**src/rtl/sleep_ctrl_pkg.sv**
```systemverilog
// constants, enums and structs shared by the sleep/wakeup control block
package sleep_ctrl_pkg;

  // apb register map, byte addresses
  localparam logic [11:0] CTRL_OFS   = 12'h000;
  localparam logic [11:0] MASK_OFS   = 12'h004;
  localparam logic [11:0] STATUS_OFS = 12'h008;
  localparam logic [11:0] CMD_OFS    = 12'h00C;

  // system_control_reg field positions
  localparam int AFTER_HANDLER_BIT = 1;
  localparam int DEEP_SELECT_BIT   = 2;
  localparam int PEND_EVENT_BIT    = 4;

  // mask register field positions
  localparam int PRIO_MASK_BIT  = 0;
  localparam int FAULT_MASK_BIT = 1;

  // command register: self-clearing strobes
  localparam int CMD_WAIT_INT_BIT   = 0;
  localparam int CMD_WAIT_EVT_BIT   = 1;
  localparam int CMD_SIGNAL_EVT_BIT = 2;

  // status register field positions
  localparam int ST_LIGHT_BIT  = 0;
  localparam int ST_DEEP_BIT   = 1;
  localparam int ST_EVENT_BIT  = 2;
  localparam int ST_BYEVT_BIT  = 3;
  localparam int ST_HELD_BIT   = 4;

  localparam logic [31:0] CTRL_RESET = 32'h0000_0000;
  localparam logic [1:0]  MASK_RESET = 2'h0;

  // deep sleep: clock stop before pll/flash off, restore in reverse
  localparam int PWR_SETTLE_NS     = 100;
  localparam int CLK_PERIOD_NS     = 10;
  localparam int PWR_SETTLE_CYCLES =
    (PWR_SETTLE_NS + CLK_PERIOD_NS - 1) / CLK_PERIOD_NS;
  localparam logic [3:0] SETTLE_LOAD = 4'(PWR_SETTLE_CYCLES);

  typedef enum logic [4:0] {
    ST_RUN       = 5'h01,
    ST_LIGHT     = 5'h02,
    ST_DEEP_GATE = 5'h04,
    ST_DEEP      = 5'h08,
    ST_DEEP_WAKE = 5'h10
  } pwr_state_e;

  // wake sources as seen by the sequencer
  typedef struct packed {
    logic exc_entry;
    logic irq_wake_held;
    logic event_wake;
    logic spurious;
  } wake_s;

  // power controls to the clock and power domains
  typedef struct packed {
    logic cpu_clk_en;
    logic sys_clk_en;
    logic pll_en;
    logic flash_en;
  } pwr_ctl_s;

endpackage

```
**src/rtl/event_latch.sv**
```systemverilog
// one-bit event register with set-wins-over-clear behaviour
`timescale 1ns/100ps
module event_latch (
  input  wire logic CLOCK,
  input  wire logic RST,
  input  wire logic set_in,
  input  wire logic consume,
  output logic      event_q
);
  logic event_r;
  logic event_nxt;

  always_comb begin
    event_nxt = event_r;
    if (consume) begin
      event_nxt = 1'b0;
    end
    // a set arriving with the consume is kept
    if (set_in) begin
      event_nxt = 1'b1;
    end
  end

  always_ff @(posedge CLOCK or posedge RST) begin
    if (RST) begin
      event_r <= 1'b0;
    end else begin
      event_r <= event_nxt;
    end
  end

  assign event_q = event_r;
endmodule

```
**src/rtl/pend_edge.sv**
```systemverilog
// per-line rising edge detector for pending interrupts
`timescale 1ns/100ps
module pend_edge #(
  parameter int N = 8
) (
  input  wire logic         CLOCK,
  input  wire logic         RST,
  input  wire logic [N-1:0] pend_in,
  output logic              new_pend
);
  logic [N-1:0] prev_r;
  logic [N-1:0] rise;

  genvar i;
  generate
    for (i = 0; i < N; i++) begin : g_line
      assign rise[i] = pend_in[i] & ~prev_r[i];
    end
  endgenerate

  always_ff @(posedge CLOCK or posedge RST) begin
    if (RST) begin
      prev_r <= '0;
    end else begin
      prev_r <= pend_in;
    end
  end

  assign new_pend = |rise;
endmodule

```
**src/rtl/sleep_ctrl.sv**
```systemverilog
// processor sleep and wakeup controller with apb register access
// Operation
// [RULE1] light sleep gates cpu clock only
// [RULE2] deep sleep stops system clock, pll, flash
// [RULE3] deep select bit picks sleep depth
// [RULE4] wait interrupt op sleeps unconditionally
// [RULE5] wait event sleeps when event clear
// [RULE6] wait event with event set: consume, continue
// [RULE7] sleep after handler on handler return
// [RULE8] interrupt-wait sleep ends on exception entry
// [RULE9] priority mask wakes but holds handler
// [RULE10] event-wait sleep ends on exception entry
// [RULE11] external event input wakes event-wait sleep
// [RULE12] other processor signal event wakes too
// [RULE13] pending as event: new pending wakes
// [RULE14] event input while awake sets event
// [RULE15] spurious wake, e.g. debug, allowed
// [RULE16] event register cleared on reset
//
// Design decisions made here: the register offsets and the APB slave port.
`timescale 1ns/100ps
module sleep_ctrl
  import sleep_ctrl_pkg::*;
(
  input  wire logic        CLOCK,
  input  wire logic        RST,
  input  wire logic [11:0] PADDR,
  input  wire logic        PSEL,
  input  wire logic        PENABLE,
  input  wire logic        PWRITE,
  input  wire logic [31:0] PWDATA,
  input  wire logic [3:0]  PSTRB,
  output logic [31:0]      PRDATA,
  output logic             PREADY,
  output logic             PSLVERR,
  input  wire logic        WAIT_INT_OP,
  input  wire logic        WAIT_EVT_OP,
  input  wire logic        HANDLER_DONE,
  input  wire logic        EXC_REQ,
  input  wire logic        EXC_IS_IRQ,
  input  wire logic        FAULT_CLASS,
  input  wire logic [7:0]  IRQ_PENDING,
  input  wire logic        EXT_EVENT,
  input  wire logic        REMOTE_SIGNAL_EVT,
  input  wire logic        DEBUG_WAKE,
  output logic             CPU_HALT,
  output logic             HANDLER_HOLD,
  output logic             SIGNAL_EVT_OUT,
  output logic             CPU_CLK_EN,
  output logic             SYS_CLK_EN,
  output logic             PLL_EN,
  output logic             FLASH_EN
);
  import sleep_ctrl_pkg::*;

  // ---------------- register state ----------------
  logic [31:0] ctrl_r, ctrl_nxt;
  logic [1:0]  mask_r, mask_nxt;
  logic [2:0]  cmd_nxt;
  logic [31:0] prdata_r, prdata_nxt;
  logic        pready_r, pready_nxt;
  logic        pslverr_r, pslverr_nxt;
  logic        sig_out_r, sig_out_nxt;

  // ---------------- sequencer state ----------------
  pwr_state_e  state_r, state_nxt;
  logic        by_event_r, by_event_nxt;
  logic        hold_r, hold_nxt;
  logic [3:0]  settle_r, settle_nxt;
  pwr_ctl_s    pwr_r, pwr_nxt;
  logic        halt_r, halt_nxt;

  logic        apb_setup;
  logic        wr_hit;
  logic        deep_sel;
  logic        after_handler;
  logic        pend_evt_en;
  logic        prio_mask;
  logic        fault_mask;
  logic        wait_int_any;
  logic        wait_evt_any;
  logic        evt_q;
  logic        evt_consume;
  logic        evt_set;
  logic        new_pend;
  logic        exc_ok;
  logic        masked_irq;
  logic        sleeping;
  wake_s       wake;
  logic        wake_now;
  logic        enter;

  assign deep_sel      = ctrl_r[DEEP_SELECT_BIT];
  assign after_handler = ctrl_r[AFTER_HANDLER_BIT];
  assign pend_evt_en   = ctrl_r[PEND_EVENT_BIT];
  assign prio_mask     = mask_r[PRIO_MASK_BIT];
  assign fault_mask    = mask_r[FAULT_MASK_BIT];

  // pready rises in the access cycle itself, so accesses have no wait state
  assign apb_setup = PSEL & ~PENABLE;
  assign wr_hit    = PSEL & PENABLE & PWRITE & pready_r;

  assign wait_int_any = WAIT_INT_OP | cmd_nxt[CMD_WAIT_INT_BIT];
  assign wait_evt_any = WAIT_EVT_OP | cmd_nxt[CMD_WAIT_EVT_BIT];
  assign sleeping     = (state_r != ST_RUN);

  pend_edge #(
    .N        (8)
  ) u_pend (
    .CLOCK    (CLOCK),
    .RST      (RST),
    .pend_in  (IRQ_PENDING),
    .new_pend (new_pend)
  );

  // exceptions allowed to enter their handler under the masks
  always_comb begin
    exc_ok     = 1'b0;
    masked_irq = 1'b0;
    if (EXC_REQ) begin
      if (fault_mask) begin
        exc_ok = 1'b0;
      end else if (prio_mask && EXC_IS_IRQ && !FAULT_CLASS) begin
        masked_irq = 1'b1; // RULE9
      end else begin
        exc_ok = 1'b1;
      end
    end
  end

  // event register sources while running; a wait-event with the event
  // already set consumes it instead of sleeping
  always_comb begin
    evt_set = 1'b0;
    if (!sleeping && EXT_EVENT) begin
      evt_set = 1'b1; // RULE14
    end
    if (!sleeping && REMOTE_SIGNAL_EVT) begin
      evt_set = 1'b1;
    end
    if (!sleeping && pend_evt_en && new_pend) begin
      evt_set = 1'b1;
    end
    evt_consume = (state_r == ST_RUN) && !wait_int_any &&
                  wait_evt_any && evt_q; // RULE6
  end

  event_latch u_evt (
    .CLOCK   (CLOCK),
    .RST     (RST), // RULE16
    .set_in  (evt_set),
    .consume (evt_consume),
    .event_q (evt_q)
  );

  // wake qualification depends on how sleep was entered
  always_comb begin
    wake.exc_entry     = exc_ok; // RULE8 RULE10
    wake.irq_wake_held = masked_irq; // RULE9
    wake.event_wake    = by_event_r &&
                         (EXT_EVENT || // RULE11
                          REMOTE_SIGNAL_EVT || // RULE12
                          (pend_evt_en && new_pend)); // RULE13
    wake.spurious      = DEBUG_WAKE; // RULE15
    wake_now = |wake;
  end

  always_comb begin
    enter = 1'b0;
    if (wait_int_any) begin
      enter = 1'b1; // RULE4
    end else if (wait_evt_any && !evt_q) begin
      enter = 1'b1; // RULE5
    end else if (HANDLER_DONE && after_handler) begin
      enter = 1'b1; // RULE7
    end
  end

  // ---------------- sleep sequencer ----------------
  always_comb begin
    state_nxt    = state_r;
    by_event_nxt = by_event_r;
    hold_nxt     = hold_r;
    settle_nxt   = settle_r;
    pwr_nxt      = pwr_r;
    if (!prio_mask || fault_mask) begin
      hold_nxt = 1'b0; // RULE9
    end
    case (state_r)
      ST_RUN: begin
        if (enter) begin
          by_event_nxt = !wait_int_any && wait_evt_any;
          pwr_nxt.cpu_clk_en = 1'b0;
          if (deep_sel) begin
            state_nxt = ST_DEEP_GATE; // RULE3
          end else begin
            state_nxt = ST_LIGHT; // RULE3
          end
        end
      end
      ST_LIGHT: begin
        pwr_nxt.sys_clk_en = 1'b1; // RULE1
        if (wake_now) begin
          hold_nxt = masked_irq;
          pwr_nxt.cpu_clk_en = 1'b1;
          by_event_nxt = 1'b0;
          state_nxt = ST_RUN;
        end
      end
      ST_DEEP_GATE: begin
        // a wake pulse here would be lost once the system clock stops
        if (wake_now) begin
          hold_nxt = masked_irq;
          pwr_nxt.cpu_clk_en = 1'b1;
          by_event_nxt = 1'b0;
          state_nxt = ST_RUN;
        end else begin
          // stop the system clock first, then power down after settling
          pwr_nxt.sys_clk_en = 1'b0; // RULE2
          settle_nxt = SETTLE_LOAD;
          state_nxt = ST_DEEP;
        end
      end
      ST_DEEP: begin
        if (settle_r != 4'h0) begin
          settle_nxt = settle_r - 4'h1;
          if (settle_r == 4'h1) begin
            pwr_nxt.pll_en = 1'b0; // RULE2
            pwr_nxt.flash_en = 1'b0; // RULE2
          end
        end
        if (wake_now) begin
          hold_nxt = masked_irq;
          pwr_nxt.pll_en = 1'b1;
          pwr_nxt.flash_en = 1'b1;
          settle_nxt = SETTLE_LOAD;
          state_nxt = ST_DEEP_WAKE;
        end
      end
      ST_DEEP_WAKE: begin
        // let pll and flash settle before clocks come back
        if (settle_r != 4'h0) begin
          settle_nxt = settle_r - 4'h1;
        end else begin
          pwr_nxt.sys_clk_en = 1'b1;
          pwr_nxt.cpu_clk_en = 1'b1;
          by_event_nxt = 1'b0;
          state_nxt = ST_RUN;
        end
      end
      default: begin
        state_nxt = ST_RUN;
        pwr_nxt = '1;
      end
    endcase
    halt_nxt = !pwr_nxt.cpu_clk_en;
  end

  always_ff @(posedge CLOCK or posedge RST) begin
    if (RST) begin
      state_r    <= ST_RUN;
      by_event_r <= 1'b0;
      hold_r     <= 1'b0;
      settle_r   <= 4'h0;
      pwr_r      <= '1;
      halt_r     <= 1'b0;
    end else begin
      state_r    <= state_nxt;
      by_event_r <= by_event_nxt;
      hold_r     <= hold_nxt;
      settle_r   <= settle_nxt;
      pwr_r      <= pwr_nxt;
      halt_r     <= halt_nxt;
    end
  end

  // ---------------- apb slave ----------------
  always_comb begin
    ctrl_nxt    = ctrl_r;
    mask_nxt    = mask_r;
    cmd_nxt     = 3'h0;
    sig_out_nxt = 1'b0;
    prdata_nxt  = prdata_r;
    pready_nxt  = apb_setup;
    pslverr_nxt = 1'b0;
    if (apb_setup) begin
      prdata_nxt = 32'h0000_0000;
      case (PADDR)
        CTRL_OFS:   prdata_nxt = ctrl_r;
        MASK_OFS:   prdata_nxt = {30'h0, mask_r};
        STATUS_OFS: begin
          prdata_nxt[ST_LIGHT_BIT] = (state_r == ST_LIGHT);
          prdata_nxt[ST_DEEP_BIT]  = (state_r != ST_RUN) &&
                                     (state_r != ST_LIGHT);
          prdata_nxt[ST_EVENT_BIT] = evt_q;
          prdata_nxt[ST_BYEVT_BIT] = by_event_r;
          prdata_nxt[ST_HELD_BIT]  = hold_r;
        end
        CMD_OFS:    prdata_nxt = 32'h0000_0000;
        default:    pslverr_nxt = 1'b1;
      endcase
    end
    if (wr_hit && !pslverr_r) begin
      case (PADDR)
        CTRL_OFS: begin
          if (PSTRB[0]) begin
            ctrl_nxt[7:0] = PWDATA[7:0] &
              8'((1 << AFTER_HANDLER_BIT) | (1 << DEEP_SELECT_BIT) |
                 (1 << PEND_EVENT_BIT));
          end
        end
        MASK_OFS: begin
          if (PSTRB[0]) begin
            mask_nxt = PWDATA[1:0];
          end
        end
        CMD_OFS: begin
          if (PSTRB[0]) begin
            cmd_nxt = PWDATA[2:0];
            sig_out_nxt = PWDATA[CMD_SIGNAL_EVT_BIT];
          end
        end
        default: ;
      endcase
    end
  end

  always_ff @(posedge CLOCK or posedge RST) begin
    if (RST) begin
      ctrl_r    <= CTRL_RESET;
      mask_r    <= MASK_RESET;
      prdata_r  <= 32'h0000_0000;
      pready_r  <= 1'b0;
      pslverr_r <= 1'b0;
      sig_out_r <= 1'b0;
    end else begin
      ctrl_r    <= ctrl_nxt;
      mask_r    <= mask_nxt;
      prdata_r  <= prdata_nxt;
      pready_r  <= pready_nxt;
      pslverr_r <= pslverr_nxt;
      sig_out_r <= sig_out_nxt;
    end
  end

  assign PRDATA         = prdata_r;
  assign PREADY         = pready_r;
  assign PSLVERR        = pslverr_r;
  assign SIGNAL_EVT_OUT = sig_out_r;
  assign CPU_HALT       = halt_r;
  assign HANDLER_HOLD   = hold_r;
  assign CPU_CLK_EN     = pwr_r.cpu_clk_en;
  assign SYS_CLK_EN     = pwr_r.sys_clk_en;
  assign PLL_EN         = pwr_r.pll_en;
  assign FLASH_EN       = pwr_r.flash_en;
endmodule

```
**config.mk**
```make
export PLATFORM = sky130hd
export DESIGN_NAME = sleep_ctrl
export DESIGN_NICKNAME = d
export VERILOG_FILES = /design/src/rtl/sleep_ctrl_pkg.sv /design/src/rtl/event_latch.sv /design/src/rtl/pend_edge.sv /design/src/rtl/sleep_ctrl.sv
export SDC_FILE = /design/constraint.sdc
export NUM_CORES = 1
export LEC_CHECK = 0
export CAP_MARGIN = 0
export CORE_MARGIN = 2
export CORE_UTILIZATION = 65
export CTS_BUF_LIST = sky130_fd_sc_hd__clkbuf_4
export DETAILED_ROUTE_END_ITERATION = 10
export DONT_BUFFER_PORTS = 1
export GPL_TIMING_DRIVEN = 0
export PLACE_DENSITY_LB_ADDON = 0.12
export SETUP_SLACK_MARGIN = 0.3
export SLEW_MARGIN = 15
export SYNTH_ARGS = -nofsm -noshare
export SYNTH_HDL_FRONTEND = slang
export SYNTH_SLANG_ARGS = --single-unit
```
**constraint.sdc**
```tcl
create_clock -name CLOCK -period 4.45 [get_ports CLOCK]
set_input_delay 0 -clock CLOCK [delete_from_list [all_inputs] [get_ports CLOCK]]
set_output_delay 0 -clock CLOCK [all_outputs]
set_load 0.005 [all_outputs]
```
Yosys cells after proc, flatten, opt, wreduce, memory -nomap -nowiden:

Index checks and enable logic that the tools add are counted.
Widths: inputs -> output; s select.

* add/sub/neg operators: 1
* equal/unequal tests: 19
* multiplexer cells: 51
* bitwise operators: 25
* reduce and logical (&&, ||, !) cells: 45

Operator list (count)
* $mux 1: 28
* $pmux 5 s5: 1
* $eq 12x4->1 const B: 2
* $mux 5: 4
* $logic_and 1x1->1: 16
* $mux 4: 4
* $pmux 5 s3: 1
* $mux 2: 7
* $and 1x1->1: 12
* $eq 12x3->1 const B: 1
* $logic_not 12->1: 1
* $pmux 4 s3: 1
* $reduce_and 3->1: 4
* $reduce_or 4->1: 3
* $not 1->1: 11
* $ne 2x2->1 const B: 5
* $reduce_and 4->1: 2
* $reduce_or 8->1: 1
* $logic_not 1->1: 7
* $ne 3x3->1 const B: 2
* $pmux 1 s3: 2
* $reduce_bool 3->1: 2
* $eq 5x1->1 const B: 1
* $eq 5x2->1 const B: 1
* other kinds (18): 22

* bits in registers: 38
* output and inout bits: 41
* word-level logic and storage cells: 158

Longest topological paths before layout:

* word-level depth: 12
* depth in mapped cells: 7
* gate-level depth less buffers: 7

Modules after synthesis:

Synthesis repeated with hierarchy kept, for this count alone.

* cells, all modules: 245
* area total of the unflattened synthesis: 2339.7 µm²

By module, submodules not included
* sleep_ctrl: instances 1, cells each 219, area each 2033.2 µm²
* pend_edge: instances 1, cells each 22, area each 266.5 µm²
* event_latch: instances 1, cells each 4, area each 40.0 µm²

Worst setup path before layout:

No wires, ideal clock.

* path type: reg2reg
* from: register state_r[0]
* to: register state_r[1]
* setup time: 131 ps
* arrival time: 1651 ps
* data required time: 4319 ps
* slack: 2668 ps
* cell stages (with the launch flop): 8
* buffers on the path: 1
* cell sequence: dfstp_2 > nand2b_1 > or4_1 > buf_2 > nand2b_4 > o21a_4 > nand2b_2 > o32ai_2

* cells in the longest elaborated chain, start to end: 3

Ends and longest elaborated chain
* start: declaration: line sleep_ctrl.sv:66 `pwr_state_e state_r, state_nxt;`
* start signal: assignment: line sleep_ctrl.sv:268 `state_r <= state_nxt;`
* $eq 5x5->1, or another cell as far along: line sleep_ctrl.sv:189 `case (state_r)`
* $ne 2x2->1 (no source line)
* $reduce_and 4->1 (no source line)

Several ways; a longest one is shown, not always the timed one.
A chain may end at the register's enable or synchronous reset.

Worst setup path after layout:

* from: input PADDR[10]
* to: register ctrl_r[1]

* cells in the longest elaborated chain, start to end: 2

Ends and longest elaborated chain
* start: declaration: line sleep_ctrl.sv:27 `input wire logic [11:0] PADDR,`
* $logic_not 12->1: line sleep_ctrl.sv:304 `case (PADDR)`
* $reduce_and 3->1 (no source line)
* end signal: assignment: line sleep_ctrl.sv:337 `ctrl_r <= ctrl_nxt;`
* end: declaration: line sleep_ctrl.sv:57 `logic [31:0] ctrl_r, ctrl_nxt;`

Every way passes these cells.

==> results.py <==
metrics = {
    "outcome": {
        "status": "complete, no violations",
    },
    "worst_hold_path": {
        "min_from": "PSEL",
        "hold_path.class": "input port to flip-flop",
        "holdPathStages": 3,
        "hold_path_end": "PREADY$_DFF_PP0_",
    },
    "route": {
        "drc": 0,
        "ant_nets": 0,
        "wirelength_um": 5120,
        "first_pass_iters": 4,
        "dr_total_vias": 1830,
        "viasPerCell": 5.50,
        "wl_per_cell_um": 15.4,
        "drtIter0Drc": 116,
    },
    "cells_and_area": {
        "final_cell_count_no_fill": 333,
        "syn_to_final_growth_pct": 23.8,
        "drive_gt1_share_pct": 21.3,
        "diodes": 0,
        "nets": 359,
        "finalInstanceArea_um2": 2730,
        "final_core_util_pct": 83.2,
    },
    "synth": {
        "syn_avg_cell_area_um2": 9.98,
        "synth_top_area_share_pct": 37.4,
        "synth_area_leader_cell": "dfrtp_1",
        "muxShareOfSynthArea_pct": 4.37,
        "ys_seq_area_share_pct": 42.2,
        "synth_fa_ha_area_share_pct": 1.70,
        "ys_top_cells_by_area": "dfrtp_1 37%, buf_4 9.9%, dfstp_2 4.8%",
        "synth_edf_count": 0,
        "synth_top_family_by_area": "simple AND/OR/NAND/NOR gates",
        "synth-simple-area-share_pct": 20.8,
        "synth_compound_area_share_pct": 16.0,
        "synth_most_common_cell": "dfrtp_1",
        "synth_seq_cells": 37,
        "yosysWarnings": 0,
        "synth-xor-area-share_pct": 0.794,
        "async_flop_share_pct": 100,
        "synthFlopType": "dfrtp_1",
        "synthTopCellsByCount": "33 x dfrtp_1, 29 x buf_4, 16 x o21ai_0",
        "ys_types": 54,
        "post_synth_instance_area_um2": 2210,
        "netlist_instances": 221,
    },
    "power": {
        "ir_worst_vdd_v": 0.000278,
        "p_comb_share_pct": 37.3,
        "seqPwrFrac_pct": 44.7,
        "pwr-share-clk_pct": 18.0,
        "p_switching_mw": 0.347,
        "swShare_pct": 35.9,
        "internal_power_mw": 0.619,
        "p_per_area_nw_per_um2": 354,
        "power.leakage_nw": 1.28,
        "total_power_mw": 0.966,
    },
    "die": {
        "fp.dieH_um": 62.3,
        "io_pins": 111,
        "fp.dieW_um": 62.3,
        "dieArea_um2": 3880,
        "rows": 21,
        "initial_core_util_pct": 67.2,
        "coreArea_um2": 3280,
    },
    "sta": {
        "clock.fmax_ghz": 0.359,
        "relSlewSlack_pct": 49.3,
        "final.setup_skew_ns": 0.0138,
        "finalCritPeriodShare_pct": 62.7,
        "hold_ws_ns": 0.00587,
        "hold_viol": 0,
        "tightestPinTransition_ns": 0.760,
        "maxSlewViolCount": 0,
        "fin_ws_ns": 1.66,
        "layout_min_cycle_time_ns": 2.79,
        "setup_viol": 0,
        "final.setup.tns_ns": 0,
        "rsz0062_at_grt": "no",
    },
    "clock_network": {
        "cts.sinks": 37,
        "htreeDepth": 2,
        "cts_buffers": 5,
        "cts_tree": "built",
        "root_buffer": "clkbuf_4",
        "cts_buffer_depth": 2,
        "cts_setup_buffers": 0,
        "clkSlewWorstSetupHoldPaths_ns": 0.12,
        "insertion_delay_ns": 0.36,
    },
    "critical_path": {
        "reg2reg_depth": 7,
        "r2r-start": "u_pend.prev_r[6]$_DFF_PP0_",
        "crit_path_end_kind": "flip-flop",
        "arrival_ns": 3.04,
        "critPathRequiredTime_ns": 4.70,
        "reg2reg_slack_ns": 1.89,
        "crit_type": "input port to flip-flop",
        "crit_path_start_kind": "input port",
        "cp-startpoint": "PADDR[10]",
        "r2r_end": "u_evt.event_q$_DFFE_PP0P_",
        "crit_fanout": 7,
    },
    "flow_run": {
        "drv_cap": 0,
    },
    "global_routing": {
        "gr-total-overflow": 0,
        "grt_start_max_net_pins": 38,
        "gr-usage-all-layers_pct": 27.8,
        "grt_pass1_wl_um": 8340,
        "grt_pass1_vias": 1835,
        "antenna_found_initial": 0,
    },
    "place": {
        "gp_congestion": 0.823,
        "io_buffers": 0,
        "placed_cell_area_um2": 2360,
        "hpwl_um": 3260,
        "placed_cells": 293,
        "place_ws_ns": 2.52,
    },
}
## timing repair
| action | 4_1_cts | 5_1_grt |
|---|---|---|
| hold endpoints to repair | 57 | 0 |
| gates resized for setup | 0 | 0 |
| hold buffers | 32 | 0 |
## kinds of logic after synthesis
kind of cell,Yosys count
adders and majority gates,3
and+or+nand+nor,72
muxes,9
buffers and inverters,50
AOI/OAI and AO/OA,47
xor gates and xnor gates,2
other,1
DFF,37
## sequential cells by signal (all words and copies together) (netlist names)
| name | cells |
|---|---|
| ctrl_r | 3 |
| SYS_CLK_EN | 1 |
| settle_r | 4 |
| by_event_r | 1 |
| u_pend.prev_r | 8 |
| HANDLER_HOLD | 1 |
| state_r | 5 |
| PRDATA | 5 |
| PLL_EN | 1 |
| CPU_CLK_EN | 1 |
| u_evt.event_q | 1 |
| mask_r | 2 |
| PREADY | 1 |
| PSLVERR | 1 |
| CPU_HALT | 1 |
| SIGNAL_EVT_OUT | 1 |
## worst max-delay path by stage
stage,end,slack [ns],depth (start not counted)
6_report,ctrl_r[1]$_DFFE_PP0P_,1.66,7
5_1_grt,ctrl_r[4]$_DFFE_PP0P_,1.64,7
4_1_cts,ctrl_r[2]$_DFFE_PP0P_,1.82,7
3_5_place_dp,CPU_HALT$_DFF_PP0_,2.52,7
3_3_place_gp,CPU_HALT$_DFF_PP0_,2.55,7
2_1_floorplan,state_r[1]$_DFFE_PP0P_,2.67,7
## final cells by class
type                            instances  area [µm²]
Inverter                               15        56.3
Multi-Input combinational cell        160        1060
Timing Repair Buffer                   32         320
Sequential cell                        37         931
Tap cell                               46        57.6
Fill cell                             185         553
Clock inverter                          3        12.5
Buffer                                 35         251
Clock buffer                            5        37.5
## layer usage
layer	track usage (%)	wire [µm]
met5	0	0
met4	10.8	136
met3	9.60	380
met2	46.7	2530
met1	32.9	2070
## critical path: stages
cell	delay, ns
dlygate4sd3_1	0.59
nor4_4	0.16
dlygate4sd3_1	0.69
nand3_4	0.15
nor4_2	0.47
mux2_2	0.40
dlygate4sd3_1	0.58
## power groups by stage
stage / combinational, mW / sequential [mW] / clock (mW)
after floorplan: 0.269 / 0.427 / 0
after global placement: 0.311 / 0.434 / 0
after detailed placement: 0.317 / 0.436 / 0
after CTS: 0.347 / 0.430 / 0.174
after global routing: 0.400 / 0.437 / 0.192
final: 0.361 / 0.432 / 0.174
## layout by cell type, fill, tap and decap left out, types with 4 or more instances in the layout
cell type / count
a21oi_1: 5
and3_1: 5
buf_4: 29
clkbuf_4: 5
conb_1: 27
dfrtp_1: 33
dfstp_2: 4
dlygate4sd3_1: 32
inv_1: 14
mux2_2: 5
mux2i_1: 4
nand2_1: 11
nand2b_1: 8
nand3_1: 7
nor2_1: 14
nor3_1: 4
o21ai_0: 16
or3_1: 4
Power figures use the tool's default switching activity.
